`src/i2c_slave_pkg.sv`:
```
package i2c_slave_pkg;

  // register indices on the plain register port
  localparam logic [2:0] ADDR_UNIT_CTRL  = 3'h0;
  localparam logic [2:0] ADDR_BUS_STATUS = 3'h1;
  localparam logic [2:0] ADDR_SHIFT_DATA = 3'h2;
  localparam logic [2:0] ADDR_OWN_ADDR   = 3'h3;
  localparam logic [2:0] ADDR_TIMEOUT    = 3'h4;
  localparam logic [2:0] ADDR_IRQ_STATUS = 3'h5;
  localparam logic [2:0] ADDR_IRQ_CLEAR  = 3'h6;
  localparam logic [2:0] ADDR_IRQ_ENABLE = 3'h7;

  // reset values
  localparam logic [7:0] RST_UNIT_CTRL  = 8'hE0;
  localparam logic [7:0] RST_BUS_STATUS = 8'h81;
  localparam logic [7:0] RST_OWN_ADDR   = 8'h00;
  localparam logic [7:0] RST_TIMEOUT    = 8'h00;

  // unit control fields
  localparam int         POS_MODE_LSB   = 5;
  localparam int         POS_ENABLE     = 1;
  localparam logic [2:0] MODE_I2C_SLAVE = 3'h6;
  localparam logic [7:0] UNIT_CTRL_MASK = 8'hEE;

  // bus status fields
  localparam int POS_BYTE_DONE  = 7;
  localparam int POS_ADDR_MATCH = 6;
  localparam int POS_BUSY       = 5;
  localparam int POS_DIRECTION  = 4;
  localparam int POS_ACK_SEND   = 3;
  localparam int POS_MASTER_RD  = 2;
  localparam int POS_WAKE_EN    = 1;
  localparam int POS_ACK_RCVD   = 0;
  localparam logic [7:0] BUS_STATUS_WMASK = 8'h1A;

  // timeout control fields
  localparam int POS_TO_EN   = 7;
  localparam int POS_TO_FLAG = 6;

  // interrupt status bits
  localparam int POS_EV_MATCH   = 0;
  localparam int POS_EV_BYTE    = 1;
  localparam int POS_EV_TIMEOUT = 2;
  localparam int NUM_EVENTS     = 3;

  // byte counter landmarks
  localparam logic [3:0] CNT_LAST_BIT = 4'h7;
  localparam logic [3:0] CNT_ACK      = 4'h8;
  localparam logic [3:0] CNT_DONE     = 4'h9;

  // timing: time-out unit is 32 periods of the sub clock
  localparam int CLK_HZ         = 20_000_000;
  localparam int SUB_CLK_HZ     = 32_768;
  localparam int TO_SUB_DIV     = 32;
  localparam int TO_TICK_CYCLES = CLK_HZ / SUB_CLK_HZ * TO_SUB_DIV;

endpackage : i2c_slave_pkg

```
`src/i2c_slave_status_control.sv`:
```
`timescale 1ns/1ps
//
// Overview of operation
// - enable rising in slave mode resets status flags, keeps direction and ack-to-send bits
// - byte-done low while byte moves, set after each 8 bits; interrupt then on received data or own address, at 9th clock when transmitting
// - address-match flag high on own address, low otherwise
// - busy set on START, cleared on STOP
// - direction bit 1 transmits bytes, 0 receives bytes
// - after eight received bits, drive ack-to-send on SDA at 9th clock
// - eighth bit after START stored as master-read flag when the address matches
// - wake enable set: address match raises wake request
// - after transmitting, sample SDA at 9th clock into ack-received flag
// - transmitter continues on ack, releases SDA on no-ack
// - seven address bits MSB first after START compared to own address
// - on match: interrupt, match flag, drive low acknowledge at 9th bit
// - one interrupt for match, byte done, time-out; flags tell them apart
// - START is SDA falling while SCL high; slave never makes one
// - after match hold SCL low until data write or dummy read
// - active only with mode 110 and enable 1, using programmed address
// - own address is bits 7 to 1 of address register
// - time-out overflow clears time-out enable, sets time-out flag, interrupts
//
module i2c_slave_status_control #(
  parameter int unsigned TO_TICK = i2c_slave_pkg::TO_TICK_CYCLES
) (
  input  wire logic       clk,
  input  wire logic       reset,
  input  wire logic [2:0] reg_addr,
  input  wire logic [7:0] reg_wdata,
  input  wire logic       reg_wr,
  input  wire logic       reg_rd,
  output logic      [7:0] reg_rdata,
  input  wire logic       scl_i,
  output logic            scl_o,
  output logic            scl_oe,
  input  wire logic       sda_i,
  output logic            sda_o,
  output logic            sda_oe,
  output logic            irq,
  output logic            wake_req
);

  typedef enum logic [1:0] {
    ST_IDLE,
    ST_BYTE,
    ST_HOLD,
    ST_IGNORE
  } link_state_e;

  typedef struct packed {
    logic        scl_s1;
    logic        scl_s2;
    logic        scl_d;
    logic        sda_s1;
    logic        sda_s2;
    logic        sda_d;
    link_state_e state;
    logic        is_addr;
    logic [3:0]  cnt;
    logic [7:0]  shreg;
    logic [7:0]  unit_ctrl;
    logic [7:0]  bus_status;
    logic [7:0]  shift_data;
    logic [7:0]  own_addr;
    logic [7:0]  timeout_ctrl;
    logic [2:0]  irq_status;
    logic [2:0]  irq_enable;
    logic        active_d;
    logic [31:0] tick_cnt;
    logic [5:0]  to_cnt;
    logic [7:0]  rdata;
    logic        scl_oe;
    logic        sda_oe;
    logic        irq;
    logic        wake;
  } state_s;

  state_s q;
  state_s n;

  function automatic logic hit(input logic [2:0] addr, input logic [2:0] idx);
    hit = (addr == idx);
  endfunction : hit

  ////////////////////////////////////////////////////////////////////////////
  logic       active;
  logic       scl_rise;
  logic       scl_fall;
  logic       start_det;
  logic       stop_det;
  logic       tx_mode;
  logic [2:0] events;
  logic       to_run;
  logic       to_over;

  always_comb begin
    active    = (q.unit_ctrl[7:5] == i2c_slave_pkg::MODE_I2C_SLAVE) &&
                q.unit_ctrl[i2c_slave_pkg::POS_ENABLE];
    scl_rise  = q.scl_s2 && !q.scl_d;
    scl_fall  = !q.scl_s2 && q.scl_d;
    start_det = q.scl_s2 && q.scl_d && q.sda_d && !q.sda_s2;
    stop_det  = q.scl_s2 && q.scl_d && !q.sda_d && q.sda_s2;
    tx_mode   = q.bus_status[i2c_slave_pkg::POS_DIRECTION];
    to_run    = active && q.timeout_ctrl[i2c_slave_pkg::POS_TO_EN] &&
                q.bus_status[i2c_slave_pkg::POS_BUSY] &&
                q.bus_status[i2c_slave_pkg::POS_ADDR_MATCH] && !scl_fall;
    to_over   = to_run && (q.tick_cnt == 32'(TO_TICK - 1)) &&
                (q.to_cnt == q.timeout_ctrl[5:0]);
  end

  ////////////////////////////////////////////////////////////////////////////
  always_comb begin
    n        = q;
    events   = 3'h0;
    n.scl_s1 = scl_i;
    n.scl_s2 = q.scl_s1;
    n.scl_d  = q.scl_s2;
    n.sda_s1 = sda_i;
    n.sda_s2 = q.sda_s1;
    n.sda_d  = q.sda_s2;
    n.active_d = active;
    n.rdata  = 8'h00;
    n.wake   = 1'b0;

    // register writes
    if (reg_wr) begin
      if (hit(reg_addr, i2c_slave_pkg::ADDR_UNIT_CTRL)) begin
        n.unit_ctrl = reg_wdata & i2c_slave_pkg::UNIT_CTRL_MASK;
      end
      if (hit(reg_addr, i2c_slave_pkg::ADDR_BUS_STATUS)) begin
        n.bus_status = (q.bus_status & ~i2c_slave_pkg::BUS_STATUS_WMASK) |
                       (reg_wdata & i2c_slave_pkg::BUS_STATUS_WMASK);
      end
      if (hit(reg_addr, i2c_slave_pkg::ADDR_SHIFT_DATA)) begin
        n.shift_data = reg_wdata;
      end
      if (hit(reg_addr, i2c_slave_pkg::ADDR_OWN_ADDR)) begin
        n.own_addr = reg_wdata;
      end
      if (hit(reg_addr, i2c_slave_pkg::ADDR_TIMEOUT)) begin
        n.timeout_ctrl = reg_wdata;
      end
      if (hit(reg_addr, i2c_slave_pkg::ADDR_IRQ_ENABLE)) begin
        n.irq_enable = reg_wdata[2:0];
      end
    end

    // register reads, data one cycle later
    if (reg_rd) begin
      case (reg_addr)
        i2c_slave_pkg::ADDR_UNIT_CTRL:  n.rdata = q.unit_ctrl;
        i2c_slave_pkg::ADDR_BUS_STATUS: n.rdata = q.bus_status;
        i2c_slave_pkg::ADDR_SHIFT_DATA: n.rdata = q.shift_data;
        i2c_slave_pkg::ADDR_OWN_ADDR:   n.rdata = q.own_addr;
        i2c_slave_pkg::ADDR_TIMEOUT:    n.rdata = q.timeout_ctrl;
        i2c_slave_pkg::ADDR_IRQ_STATUS: n.rdata = {5'h00, q.irq_status};
        i2c_slave_pkg::ADDR_IRQ_ENABLE: n.rdata = {5'h00, q.irq_enable};
        default:                        n.rdata = 8'h00;
      endcase
    end

    // enable rising: flags back to defaults
    if (active && !q.active_d) begin
      n.bus_status[i2c_slave_pkg::POS_BYTE_DONE]  = 1'b1;
      n.bus_status[i2c_slave_pkg::POS_ADDR_MATCH] = 1'b0;
      n.bus_status[i2c_slave_pkg::POS_BUSY]       = 1'b0;
      n.bus_status[i2c_slave_pkg::POS_MASTER_RD]  = 1'b0;
      n.bus_status[i2c_slave_pkg::POS_ACK_RCVD]   = 1'b1;
    end

    // link engine
    if (!active) begin
      n.state  = ST_IDLE;
      n.scl_oe = 1'b0;
      n.sda_oe = 1'b0;
    end else if (stop_det) begin
      n.state  = ST_IDLE;
      n.scl_oe = 1'b0;
      n.sda_oe = 1'b0;
      n.bus_status[i2c_slave_pkg::POS_BUSY] = 1'b0;
    end else if (start_det) begin
      n.state   = ST_BYTE;
      n.is_addr = 1'b1;
      n.cnt     = 4'h0;
      n.scl_oe  = 1'b0;
      n.sda_oe  = 1'b0;
      n.bus_status[i2c_slave_pkg::POS_BUSY]       = 1'b1;
      n.bus_status[i2c_slave_pkg::POS_ADDR_MATCH] = 1'b0;
      n.bus_status[i2c_slave_pkg::POS_BYTE_DONE]  = 1'b0;
    end else begin
      case (q.state)
        ST_BYTE: begin
          if (scl_rise) begin
            if (q.cnt < i2c_slave_pkg::CNT_ACK) begin
              n.cnt = q.cnt + 4'h1;
              if (q.is_addr || !tx_mode) begin
                n.shreg = {q.shreg[6:0], q.sda_s2};
              end
              if (q.cnt == i2c_slave_pkg::CNT_LAST_BIT) begin
                n.bus_status[i2c_slave_pkg::POS_BYTE_DONE] = 1'b1;
                if (q.is_addr) begin
                  if (q.shreg[6:0] == q.own_addr[7:1]) begin
                    n.bus_status[i2c_slave_pkg::POS_ADDR_MATCH] = 1'b1;
                    n.bus_status[i2c_slave_pkg::POS_MASTER_RD]  = q.sda_s2;
                    events[i2c_slave_pkg::POS_EV_MATCH] = 1'b1;
                    n.wake = q.bus_status[i2c_slave_pkg::POS_WAKE_EN];
                  end else begin
                    n.state = ST_IGNORE;
                  end
                end else if (!tx_mode) begin
                  n.shift_data = {q.shreg[6:0], q.sda_s2};
                  events[i2c_slave_pkg::POS_EV_BYTE] = 1'b1;
                end
              end
            end else if (q.cnt == i2c_slave_pkg::CNT_ACK) begin
              n.cnt = i2c_slave_pkg::CNT_DONE;
              if (!q.is_addr && tx_mode) begin
                n.bus_status[i2c_slave_pkg::POS_ACK_RCVD] = q.sda_s2;
                events[i2c_slave_pkg::POS_EV_BYTE] = 1'b1;
              end
            end
          end else if (scl_fall) begin
            if (q.cnt == i2c_slave_pkg::CNT_ACK) begin
              if (q.is_addr) begin
                n.sda_oe = 1'b1;
              end else if (tx_mode) begin
                n.sda_oe = 1'b0;
              end else begin
                n.sda_oe = !q.bus_status[i2c_slave_pkg::POS_ACK_SEND];
              end
            end else if (q.cnt == i2c_slave_pkg::CNT_DONE) begin
              n.sda_oe = 1'b0;
              if (!q.is_addr && tx_mode && q.bus_status[i2c_slave_pkg::POS_ACK_RCVD]) begin
                n.state = ST_IGNORE;
              end else begin
                n.state  = ST_HOLD;
                n.scl_oe = 1'b1;
              end
            end else if (!q.is_addr && tx_mode && q.cnt != 4'h0) begin
              n.shreg  = {q.shreg[6:0], 1'b0};
              n.sda_oe = !q.shreg[6];
            end
          end
        end
        ST_HOLD: begin
          if (reg_wr && hit(reg_addr, i2c_slave_pkg::ADDR_SHIFT_DATA) && tx_mode) begin
            n.state   = ST_BYTE;
            n.is_addr = 1'b0;
            n.cnt     = 4'h0;
            n.shreg   = reg_wdata;
            n.sda_oe  = !reg_wdata[7];
            n.scl_oe  = 1'b0;
            n.bus_status[i2c_slave_pkg::POS_BYTE_DONE] = 1'b0;
          end else if (reg_rd && hit(reg_addr, i2c_slave_pkg::ADDR_SHIFT_DATA) && !tx_mode) begin
            n.state   = ST_BYTE;
            n.is_addr = 1'b0;
            n.cnt     = 4'h0;
            n.scl_oe  = 1'b0;
            n.bus_status[i2c_slave_pkg::POS_BYTE_DONE] = 1'b0;
          end
        end
        ST_IGNORE: begin
          n.sda_oe = 1'b0;
          n.scl_oe = 1'b0;
        end
        default: begin
          n.state  = ST_IDLE;
          n.sda_oe = 1'b0;
          n.scl_oe = 1'b0;
        end
      endcase
    end

    // bus time-out
    if (!to_run) begin
      n.tick_cnt = 32'h0;
      n.to_cnt   = 6'h0;
    end else if (q.tick_cnt == 32'(TO_TICK - 1)) begin
      n.tick_cnt = 32'h0;
      n.to_cnt   = q.to_cnt + 6'h1;
    end else begin
      n.tick_cnt = q.tick_cnt + 32'h1;
    end
    if (to_over) begin
      n.timeout_ctrl[i2c_slave_pkg::POS_TO_EN]   = 1'b0;
      n.timeout_ctrl[i2c_slave_pkg::POS_TO_FLAG] = 1'b1;
      n.bus_status = i2c_slave_pkg::RST_BUS_STATUS;
      n.state      = ST_IDLE;
      n.scl_oe     = 1'b0;
      n.sda_oe     = 1'b0;
      events[i2c_slave_pkg::POS_EV_TIMEOUT] = 1'b1;
    end

    // sticky interrupt causes, set wins over clear
    n.irq_status = q.irq_status;
    if (reg_wr && hit(reg_addr, i2c_slave_pkg::ADDR_IRQ_CLEAR)) begin
      n.irq_status = q.irq_status & ~reg_wdata[2:0];
    end
    n.irq_status = n.irq_status | events;
    n.irq        = |(n.irq_status & n.irq_enable);
  end

  ////////////////////////////////////////////////////////////////////////////
  always_ff @(posedge clk) begin
    if (reset) begin
      q              <= '0;
      q.scl_s1       <= 1'b1;
      q.scl_s2       <= 1'b1;
      q.scl_d        <= 1'b1;
      q.sda_s1       <= 1'b1;
      q.sda_s2       <= 1'b1;
      q.sda_d        <= 1'b1;
      q.state        <= ST_IDLE;
      q.unit_ctrl    <= i2c_slave_pkg::RST_UNIT_CTRL;
      q.bus_status   <= i2c_slave_pkg::RST_BUS_STATUS;
      q.own_addr     <= i2c_slave_pkg::RST_OWN_ADDR;
      q.timeout_ctrl <= i2c_slave_pkg::RST_TIMEOUT;
    end else begin
      q <= n;
    end
  end

  assign reg_rdata = q.rdata;
  assign scl_o     = 1'b0;
  assign sda_o     = 1'b0;
  assign scl_oe    = q.scl_oe;
  assign sda_oe    = q.sda_oe;
  assign irq       = q.irq;
  assign wake_req  = q.wake;

endmodule : i2c_slave_status_control

```
`config.mk`:
```
export PLATFORM = sky130hd
export DESIGN_NAME = i2c_slave_status_control
export DESIGN_NICKNAME = d
export VERILOG_FILES = /design/src/i2c_slave_pkg.sv /design/src/i2c_slave_status_control.sv
export SDC_FILE = /design/constraint.sdc
export NUM_CORES = 1
export LEC_CHECK = 0
export ABC_AREA = 1
export BUFFER_PORTS_ARGS = -buffer_cell sky130_fd_sc_hd__buf_4
export CORE_MARGIN = 2
export CORE_UTILIZATION = 40
export DETAILED_ROUTE_END_ITERATION = 8
export MAX_ROUTING_LAYER = met4
export SYNTH_ARGS = -nofsm -noshare
export SYNTH_HDL_FRONTEND = slang
export SYNTH_SLANG_ARGS = --single-unit
```
`constraint.sdc`:
```
create_clock -name clk -period 4.7 [get_ports clk]
set_input_delay 0.94 -clock clk [delete_from_list [all_inputs] [get_ports clk]]
set_output_delay 0.94 -clock clk [all_outputs]
set_load 0.01 [all_outputs]
```
Word level (Yosys, flattened, before mapping)
Index checks and enable logic that the tools add are counted.
- register bits after elaboration: 115
- logic and storage cells: 262
- output and inout port bits: 14
- multiplexer cells: 103
- $lt $le $gt $ge: 1
- reductions and logical operators: 63
- bitwise operators: 17
- equality and inequality tests: 46
- add/subtract/negate cells: 3
- operator list (kind ; count):
    $mux W8 ; 16
    $pmux W8 S7 ; 1
    $mux W9 ; 5
    $mux W1 ; 44
    $mux W2 ; 21
    $ne A4 B4 Y1 const B ; 10
    $ne A3 B3 Y1 const B ; 12
    $add A32 B1 Y32 const B ; 1
    $eq A32 B15 Y1 const B ; 1
    $mux W32 ; 1
    $pmux W12 S2 ; 1
    $logic_and A1 B1 Y1 ; 23
    $reduce_and A9 Y1 ; 2
    $eq A3 B3 Y1 const B ; 5
    $mux W3 ; 5
    $mux W7 ; 2
    $ne A2 B2 Y1 const B ; 7
    $mux W4 ; 3
    $not A1 Y1 ; 12
    $reduce_and A6 Y1 ; 2
    $logic_not A1 Y1 ; 11
    $reduce_and A11 Y1 ; 1
    $reduce_and A2 Y1 ; 5
    $reduce_or A10 Y1 ; 1
    other kinds (29) ; 41

Logic depth before layout (Yosys ltp)
Gate-level depths: netlist (run 1).
- depth in word-level cells: 13
- mapped depth: 13
- gate-level depth less buffers: 12

Worst setup path before layout (run 1)
No wires, ideal clock.
- kind: in2reg
- start point: input reg_addr[2]
- end point: register q[100] (netlist bit)
- arrival: 1921 ps
- setup slack: 2667 ps
- buffers on the path: 1
- data required time: 4587 ps
- cell stages on the path: 9
- cell sequence: inv_1 -> nand4_2 -> nand2_1 -> inv_1 -> nor3_4 -> buf_6 -> nand2_1 -> nand2_1 -> nor2_1
- word-level cells in the longest chain between the ends: 5
- ends and longest elaborated chain (what ; RTL line ; source):
    start, declared ; i2c_slave_status_control.sv:28 ; input wire logic [2:0] reg_addr,
    $eq A3 B2 Y1 ; i2c_slave_status_control.sv:82 ; hit = (addr == idx);
    $logic_and A1 B1 Y1 (2 in a row) ; i2c_slave_status_control.sv:246 ; if (reg_wr && hit(reg_addr, i2c_slave_pkg::ADDR_SHIFT_DATA) && tx_mode) begin
    $ne A2 B2 Y1 (no source line) ; -- ;
    $reduce_and A11 Y1 (no source line) ; -- ;
    end signal, assigned ; i2c_slave_status_control.sv:319 ; q <= n;
    end, declared ; i2c_slave_status_control.sv:78 ; state_s q;
Every way passes these cells.
A chain may end at the register's enable or synchronous reset.

Worst setup path after layout (run 1)
- start point: register q[18] (netlist bit)
- end point: register q[42] (netlist bit)
- word-level cells in the longest chain between the ends: 2
- elaborated cells between the ends (all ways): 3
- those cells by class: 1 x add/sub; 1 x eq/ne; 1 x reduce/logical
- ends and longest elaborated chain (what):
    parallel branches: the longest is 2 deep, another holds $add A32 B1 Y32
Parallel ways; which one is timed is not known.

==> results.json, run 1 <==
{
  "synth_edf_count": 0,
  "cp_slowest_stage_delay_ps": 600,
  "vias": 5795,
  "die-area_um2": 16530,
  "tns_ps": 0,
  "synth-seq-cells": 115,
  "placedCellCount": 1096,
  "max_freq_ghz": 0.3969,
  "syn_inst": 908,
  "routedWlPerCell_um": 14.64,
  "viasPerCell": 5.142,
  "gp_congestion": 0.9195,
  "drtIter0Drc": 493,
  "synthDistinctLibCells": 42,
  "power_density_nw_per_um2": 348.8,
  "crit_slowest_cell": "nand2_1",
  "regArea_um2": 2302,
  "cp_max_fo": 21,
  "synthFlopType": "dfxtp_1",
  "cts_tree": "built",
  "postCtsSetupBuffers": 0,
  "worstPathRequired_ps": 5000,
  "antenna_found_initial": 0,
  "outcome": "finished, final reports clean",
  "fp.dieW_um": 128.6,
  "drv_cap": 0,
  "maxSlewHeadroom_pct": 49.23,
  "nNetsFinal": 955,
  "clockBufferDepth": 2,
  "grt.total_usage_pct": 21.67,
  "total_power_w": 0.002478,
  "ctsResizeCount": 0,
  "crit_buf_inv": 2,
  "ioPinCount": 31,
  "grt_max_degree": 43,
  "cts_sinks": 115,
  "critPathArrivalTime_ps": 2820,
  "wirelength_mm": 16.50,
  "core_area_um2": 15200,
  "synth_top_area_share_pct": 37.10,
  "numCtsBuffers": 17,
  "dr.pass1.iters": 5,
  "period_share_pct": 53.60,
  "areaGrowthSynthToFinish_pct": 14.48,
  "tightest_slew_ps": 759.7,
  "path_delay_family": "simple AND/OR/NAND/NOR gates",
  "ys_warn_count": 0,
  "period_minus_slack_ps": 2519,
  "grt_pass1_wl_mm": 27.25,
  "diodes": 0,
  "final_hold_viol_count": 0,
  "setup_viol_count_final": 0,
  "startpoint_type": "flip-flop",
  "synth_seq_area_share_pct": 37.10,
  "final_util_pct": 46.73,
  "dp_hpwl_mm": 12.26,
  "io_buffers": 28,
  "yosys-top-cells-count": "nand2_1, inv_1, nor2_1",
  "num_rows": 45,
  "path_clk_slew_ps": 60,
  "overflow": 0,
  "path_cells": "ha_1 -> nand2_1 -> inv_1 -> nand4_1 -> nor2_1 -> nand3_1 -> nand2_1 -> inv_1 -> o21ai_0 -> nor2_1",
  "clk_latency_ps": 420,
  "cp-end-kind": "flip-flop",
  "multiInputGateArea_um2": 3213,
  "holdBufCountCts": 0,
  "maxSlewViolCount": 0,
  "grt_setup_unrepaired": "false",
  "drive_above_1_share_pct": 10.86,
  "path_class": "flip-flop to flip-flop",
  "yosys-top-cells-area": "dfxtp_1, nand2_1, inv_1, nor2_1, a21oi_1",
  "initial_core_util_pct": 40.82,
  "avgSynthCellArea_um2": 6.835,
  "drcViolationCount": 0,
  "yosysMostFrequentCell": "nand2_1",
  "hold_class": "flip-flop to flip-flop",
  "skew_ps": 8.986,
  "cts_htree_levels": 4,
  "syn_area_um2": 6206,
  "die_y_um": 128.6,
  "grt_pass1_vias": 5253,
  "post-synth-top-area-cell": "dfxtp_1",
  "ant_nets": 0,
  "ir_drop_v": 0.0002550,
  "nFillCells": 1554,
  "power.leakage_nw": 2.978,
  "cts_root_buffer": "clkbuf_16",
  "final_cells": 1127,
  "synthArstFlopShare_pct": 0
}
-- sequential cells by signal, indices dropped and copies added (netlist names) --
register,count
q,99
reg_rdata,8
irq,1
wake_req,1
scl_oe,1
n,4
sda_oe,1
-- cell usage in the layout (no fill, tap or decap), types with 6 or more instances in the layout --
cell type / netlist / final
nand2_1: 164 / 164
inv_1: 131 / 131
nor2_1: 126 / 126
dfxtp_1: 115 / 115
a21oi_1: 79 / 79
o21ai_0: 54 / 54
nand3_1: 53 / 53
nand4_1: 30 / 30
buf_4: 11 / 29
nor3_1: 17 / 17
clkbuf_16: 0 / 17
ha_1: 11 / 11
xor2_1: 9 / 9
nor2_4: 8 / 8
or2_2: 7 / 7
a211oi_1: 7 / 7
a221oi_1: 6 / 6
-- logic make-up (layout without fill, tap and decap cells) --
group | Yosys count | after routing | share of synthesized area (%)
xor gates and xnor gates | 11 | 11 | 1.553
muxes | 3 | 3 | 0.5443
adders and majority gates | 11 | 11 | 2.218
AOI/OAI and AO/OA | 169 | 169 | 14.84
other | 1 | 2 | 0.06043
and+or+nand+nor | 432 | 432 | 32.50
DFF | 115 | 115 | 37.10
buffers and inverters | 166 | 196 | 11.19
-- path summary, 6_finish.rpt --
kind	startpoint	end	slack [ps]	cells past startpoint
max	q[18]$_SDFF_PP0_	q[42]$_SDFF_PP0_	2180	10
min	n[116]$_SDFF_PP1_	n[115]$_SDFF_PP1_	400	1
max reg2reg	q[18]$_SDFF_PP0_	q[42]$_SDFF_PP0_	2180	10
min reg2reg	n[116]$_SDFF_PP1_	n[115]$_SDFF_PP1_	400	1
-- power by group --
| group | internal [W] | switching, W |
|---|---|---|
| Combinational | 0.0000322 | 0.0000673 |
| Clock | 0.000921 | 0.000460 |
| Sequential | 0.000988 | 0.00000891 |
| Total | 0.00194 | 0.000537 |
-- metrics by stage --
step,setup WS [ps],cell area (um^2),hold slack [ps]
2_1_floorplan,2667,6210,389.5
3_3_place_gp,1948,6479,391.4
3_5_place_dp,1860,6479,393.2
4_1_cts,2166,7104,402.9
5_1_grt,1879,7104,421.3
6_report,2181,7104,404.4
-- per-layer routing --
layer	GRT usage [%]	routed length [um]	vias to the layer above
met5	-	0	-
li1	-	-	3002
met4	5.627	171	0
met1	30.36	8204	2621
met2	31.04	7044	157
met3	5.572	1082	15
-- worst reg2reg max path, cell delays in order, from the launching register on --
cell and delay (ps):
dfxtp_1 350, ha_1 170, nand2_1 80, inv_1 80
nand4_1 140, nor2_1 210, nand3_1 160, nand2_1 600
inv_1 380, o21ai_0 160, nor2_1 70
-- cell type report --
type / instances / share of cell area [%]
clock buffer: 21 / 6.622
clock inverter: 10 / 2.184
inverter: 136 / 7.186
multi-input combinational: 628 / 45.23
sequential: 115 / 32.41
tap: 188 / 3.311
timing repair buffer: 29 / 3.064
Power figures use the tool's default switching activity.
==> run 2, diff against run 1 <==
Clock period 4.7 ns to 2.23 ns, I/O delays scaled along.
==> run 2 against run 1 <==
Net effect: flip-flop and latch count did not move; register-to-register slack got worse by 1900 ps; largest cell class unchanged; combinational power grew 120%; count of clock-buffer cells in the layout shrank 1; via count is 1.0% higher; highest routed layer unchanged; worst hold slack worse by 180 ps.
==> results.json, run 2 (synthesis gave the netlist of run 1 again) <==
{
  "fp.dieW_um": 128.6,
  "core_area_um2": 15200,
  "numCtsBuffers": 17,
  "gp_congestion": 0.8969,
  "multiInputGateArea_um2": 3213,
  "setup_ws_ps": 289.3,
  "cts_root_buffer": "clkbuf_16",
  "cts_sinks": 115,
  "ant_nets": 0,
  "clockBufferDepth": 2,
  "period_share_pct": 87.03,
  "grt.total_usage_pct": 22.00,
  "stdcell_area_um2": 7197,
  "top_register": "q",
  "io_buffers": 28,
  "ir_drop_v": 0.0005213,
  "routedWlPerCell_um": 14.64,
  "drcViolationCount": 0,
  "grt_setup_unrepaired": "false",
  "nNetsFinal": 966,
  "dr.pass1.iters": 6,
  "drive_above_1_share_pct": 11.99,
  "wirelength_mm": 16.67,
  "cts_tree": "built",
  "crit_start": "q[111]$_SDFFE_PP0P_",
  "largest_reg_flops": 99,
  "holdWs_ps": 223.6,
  "period_minus_slack_ps": 1941,
  "antenna_found_initial": 0,
  "final_common_cell": "nand2_1",
  "die_y_um": 128.6,
  "holdBufCountCts": 0,
  "setup_viol_count_final": 0,
  "die-area_um2": 16530,
  "cts_htree_levels": 4,
  "postCtsSetupBuffers": 0,
  "drv_cap": 0,
  "outcome": "finished, final reports clean",
  "worstPathRequired_ps": 2550,
  "regArea_um2": 2302,
  "diodes": 0,
  "grt_pass1_vias": 5389,
  "maxSlewHeadroom_pct": 65.00,
  "hold_class": "input port to flip-flop",
  "min-delay-start": "sda_i",
  "clk_latency_ps": 420,
  "skew_ps": 13.04,
  "drtIter0Drc": 437,
  "final_hold_viol_count": 0,
  "mostFrequentLayoutCells": "nand2_1, inv_1, nor2_1",
  "place_area_um2": 6561,
  "initial_core_util_pct": 40.82,
  "maxSlewViolCount": 0,
  "path_clk_slew_ps": 60,
  "tightest_slew_ps": 523.7,
  "dp_hpwl_mm": 12.63,
  "cp-end-kind": "flip-flop",
  "overflow": 0,
  "power.leakage_nw": 3.030,
  "cp_max_fo": 12,
  "r2r_start": "q[111]$_SDFFE_PP0P_",
  "startpoint_type": "flip-flop",
  "nFillCells": 1539,
  "path_class": "flip-flop to flip-flop",
  "grt_max_degree": 29,
  "num_rows": 45,
  "viasPerCell": 5.140,
  "pre_cts_ws_ps": 295.5,
  "critPathArrivalTime_ps": 2260,
  "power_density_nw_per_um2": 729.8,
  "max_freq_ghz": 0.5153,
  "vias": 5855,
  "tns_ps": 0,
  "ctsResizeCount": 0,
  "grt_pass1_wl_mm": 27.63,
  "areaGrowthSynthToFinish_pct": 15.97,
  "ioPinCount": 31
}
run 2: cell type report:
type | count | share of cell area (%)
Clock inverter | 12 | 2.486
Sequential cell | 115 | 31.99
Inverter | 136 | 7.093
Multi-Input combinational cell | 628 | 44.65
Clock buffer | 20 | 6.346
Tap cell | 188 | 3.268
Timing Repair Buffer | 40 | 4.172
run 2: report_power, final:
part / leakage [nW] / switching, W / total [W] / internal, W
Sequential: 0.930 / 0.0000174 / 0.00210 / 0.00208
Clock: 0.303 / 0.00101 / 0.00294 / 0.00193
Combinational: 1.80 / 0.000142 / 0.000215 / 0.0000726
run 2: path summary, 6_finish.rpt:
path                    endpoint  slack [ps]  cells past startpoint
min reg2reg    n[115]$_SDFF_PP1_         400                      1
max          q[101]$_SDFFE_PP0P_         290                     13
max reg2reg  q[101]$_SDFFE_PP0P_         290                     13
min            n[113]$_SDFF_PP1_         220                      2
run 2: worst max-delay path, stage by stage, from the launching register on:
cell and delay [ps]:
dfxtp_1 350, inv_1 70, ha_1 260, inv_1 190, nor2_1 110, nand2_1 70, nand2_1 60, nor2_1 90
nand2_1 100, nor3_4 200, buf_4 200, nand2_1 60, nand2_1 50, nor2_1 40
run 2: routing by layer:
metal | global-route usage, % | part of all wire (%) | vias to the layer above
li1 | - | - | 3029
met1 | 30.49 | 50 | 2664
met2 | 32.23 | 44 | 144
met3 | 4.657 | 5.1 | 18
met4 | 6.650 | 1.2 | 0
met5 | - | 0 | -
run 2: metrics by stage:
stage | utilization [%] | total power [W] | cells
after detailed placement | 43.16 | 0.002355 | 1107
after global placement | 43.16 | 0.002356 | 1107
after CTS | 47.34 | 0.005292 | 1139
after global routing | 47.34 | 0.005430 | 1139
after floorplan | - | 0.002267 | 909
final | 47.34 | 0.005252 | 1139
==> run 3, diff against run 2 <==
Settings changed: PLACE_DENSITY_LB_ADDON from default to 0.15.
==> run 3 against run 2 <==
Net effect: flip-flop and latch count unchanged; die area unchanged; global-route usage down 0.20 points; via count down 0.55%; first-iteration DRC count down 14%; count of clock-buffer cells in the layout up 2; total power down 6.9%; combinational power about the same; cell count about the same; wire length up 0.15%.
==> results.json, run 3 (synthesis gave the netlist of run 1 again) <==
{
  "grt.total_usage_pct": 21.81,
  "grt_max_degree": 25,
  "power.share.clock_pct": 52.6,
  "routedWlPerCell_um": 14.67,
  "diodes": 0,
  "areaGrowthSynthToFinish_pct": 14.58,
  "cts_sinks": 115,
  "vias": 5823,
  "mostFrequentLayoutCells": "nand2_1, inv_1, nor2_1",
  "drtIter0Drc": 378,
  "setup_viol_count_final": 0,
  "io_buffers": 28,
  "holdBufCountCts": 0,
  "postCtsSetupBuffers": 0,
  "core_area_um2": 15200,
  "grt_pass1_vias": 5345,
  "cp-end-kind": "flip-flop",
  "clk_latency_ps": 420,
  "path_clk_slew_ps": 50,
  "overflow": 0,
  "met3_usage_pct": 4.782,
  "dp_hpwl_mm": 12.78,
  "globalRouteMet1Util_pct": 29.98,
  "antenna_found_initial": 0,
  "gp_congestion": 0.9513,
  "path_class": "flip-flop to flip-flop",
  "fp.dieW_um": 128.6,
  "drive_above_1_share_pct": 11.79,
  "grt_busiest_layer": "met2",
  "clockBufferDepth": 2,
  "cts_tree": "built",
  "power_density_nw_per_um2": 687.4,
  "outcome": "finished, final reports clean",
  "p_int_w": 0.003759,
  "ctsResizeCount": 0,
  "die-area_um2": 16530,
  "drv_cap": 0,
  "power.leakage_nw": 2.994,
  "critPathArrivalTime_ps": 2180,
  "startpoint_type": "flip-flop",
  "total_power_w": 0.004888,
  "tns_ps": 0,
  "nNetsFinal": 965,
  "grt_pass1_wl_mm": 27.39,
  "cp_max_fo": 8,
  "largest_reg_flops": 99,
  "netSwitchingPower_w": 0.001129,
  "maxSlewViolCount": 0,
  "final_common_cell": "nand2_1",
  "combPwrFrac_pct": 4.4,
  "cts_root_buffer": "clkbuf_16",
  "p_sw_share_pct": 23.09,
  "drcViolationCount": 0,
  "top_register": "q",
  "ant_nets": 0,
  "period_share_pct": 84.25,
  "ir_drop_v": 0.0005098,
  "skew_ps": 11.32,
  "numCtsBuffers": 17,
  "final_hold_viol_count": 0,
  "die_y_um": 128.6,
  "wirelength_mm": 16.70,
  "sequentialPowerShare_pct": 43.0,
  "initial_core_util_pct": 40.82,
  "worstPathRequired_ps": 2530,
  "tightest_slew_ps": 496.9,
  "grt_setup_unrepaired": "false",
  "max_freq_ghz": 0.5322,
  "num_rows": 45,
  "grt_use_met2_pct": 32.35,
  "hold_class": "input port to flip-flop",
  "ioPinCount": 31,
  "maxSlewHeadroom_pct": 66.79,
  "period_minus_slack_ps": 1879,
  "dr.pass1.iters": 5,
  "viasPerCell": 5.117,
  "cts_htree_levels": 4
}
==> run 3: cell types whose count changed in the layout (fill, tap and decap cells not counted), sizes merged <==
cell / before / now
clkbuf: 20 / 22
inv: 137 / 136
buf: 40 / 39
clkinv: 4 / 6
bufinv: 4 / 1
==> run 3: final timing paths <==
| check | cells past startpoint | startpoint | to | slack, ps |
|---|---|---|---|---|
| min reg2reg | 1 | n[113]$_SDFF_PP1_ | n[112]$_SDFF_PP1_ | 400 |
| min | 2 | sda_i | n[113]$_SDFF_PP1_ | 220 |
| max | 12 | q[18]$_SDFF_PP0_ | q[83]$_SDFF_PP0_ | 350 |
| max reg2reg | 12 | q[18]$_SDFF_PP0_ | q[83]$_SDFF_PP0_ | 350 |
==> run 3: power groups by stage <==
stage          combinational [W]  clock (W)  sequential [W]
3_5_place_dp            0.000213          0         0.00214
4_1_cts                 0.000213    0.00262         0.00210
6_report                0.000216    0.00257         0.00210
5_1_grt                 0.000237    0.00273         0.00210
2_1_floorplan           0.000129          0         0.00214
3_3_place_gp            0.000214          0         0.00214
==> run 3: final cells by class <==
cell class | count | area, um^2
clock buffers | 22 | 474.2
clock inverters | 10 | 82.58
fillers | 1587 | 8092
inverters | 136 | 510.5
multi-input cells | 628 | 3213
flip-flops and latches | 115 | 2302
well taps | 188 | 235.2
repair buffers | 39 | 292.8
==> run 3: stage by stage <==
step | std cells | utilization (%) | instance area (um^2) | hold slack, ps | setup WS (ps)
global placement | 1106 | 43.11 | 6554 | 399.1 | 345.7
floorplan | 909 | - | 6210 | 389.5 | 526.3
global route | 1138 | 46.77 | 7111 | 221.7 | 110.2
detailed placement | 1106 | 43.11 | 6554 | 396.7 | 319.0
finish | 1138 | 46.77 | 7111 | 219.8 | 351.2
CTS | 1138 | 46.77 | 7111 | 210.9 | 317.8
==> run 3: routing by layer <==
metal	routed length, um	vias up
met5	0	-
met1	8352	2616
li1	-	3025
met4	249	0
met2	7178	159
met3	916	23
==> run 3: critical path, cell delays in order (launching register included) <==
cell and delay (ps):
dfxtp_1 350, ha_1 180, nand2_1 80, inv_1 80
nand4_1 120, nor2_1 200, nand2_1 70, nor2_1 130
nand2_1 150, nand2_2 190, inv_1 100, nand2_1 70
a21oi_1 40
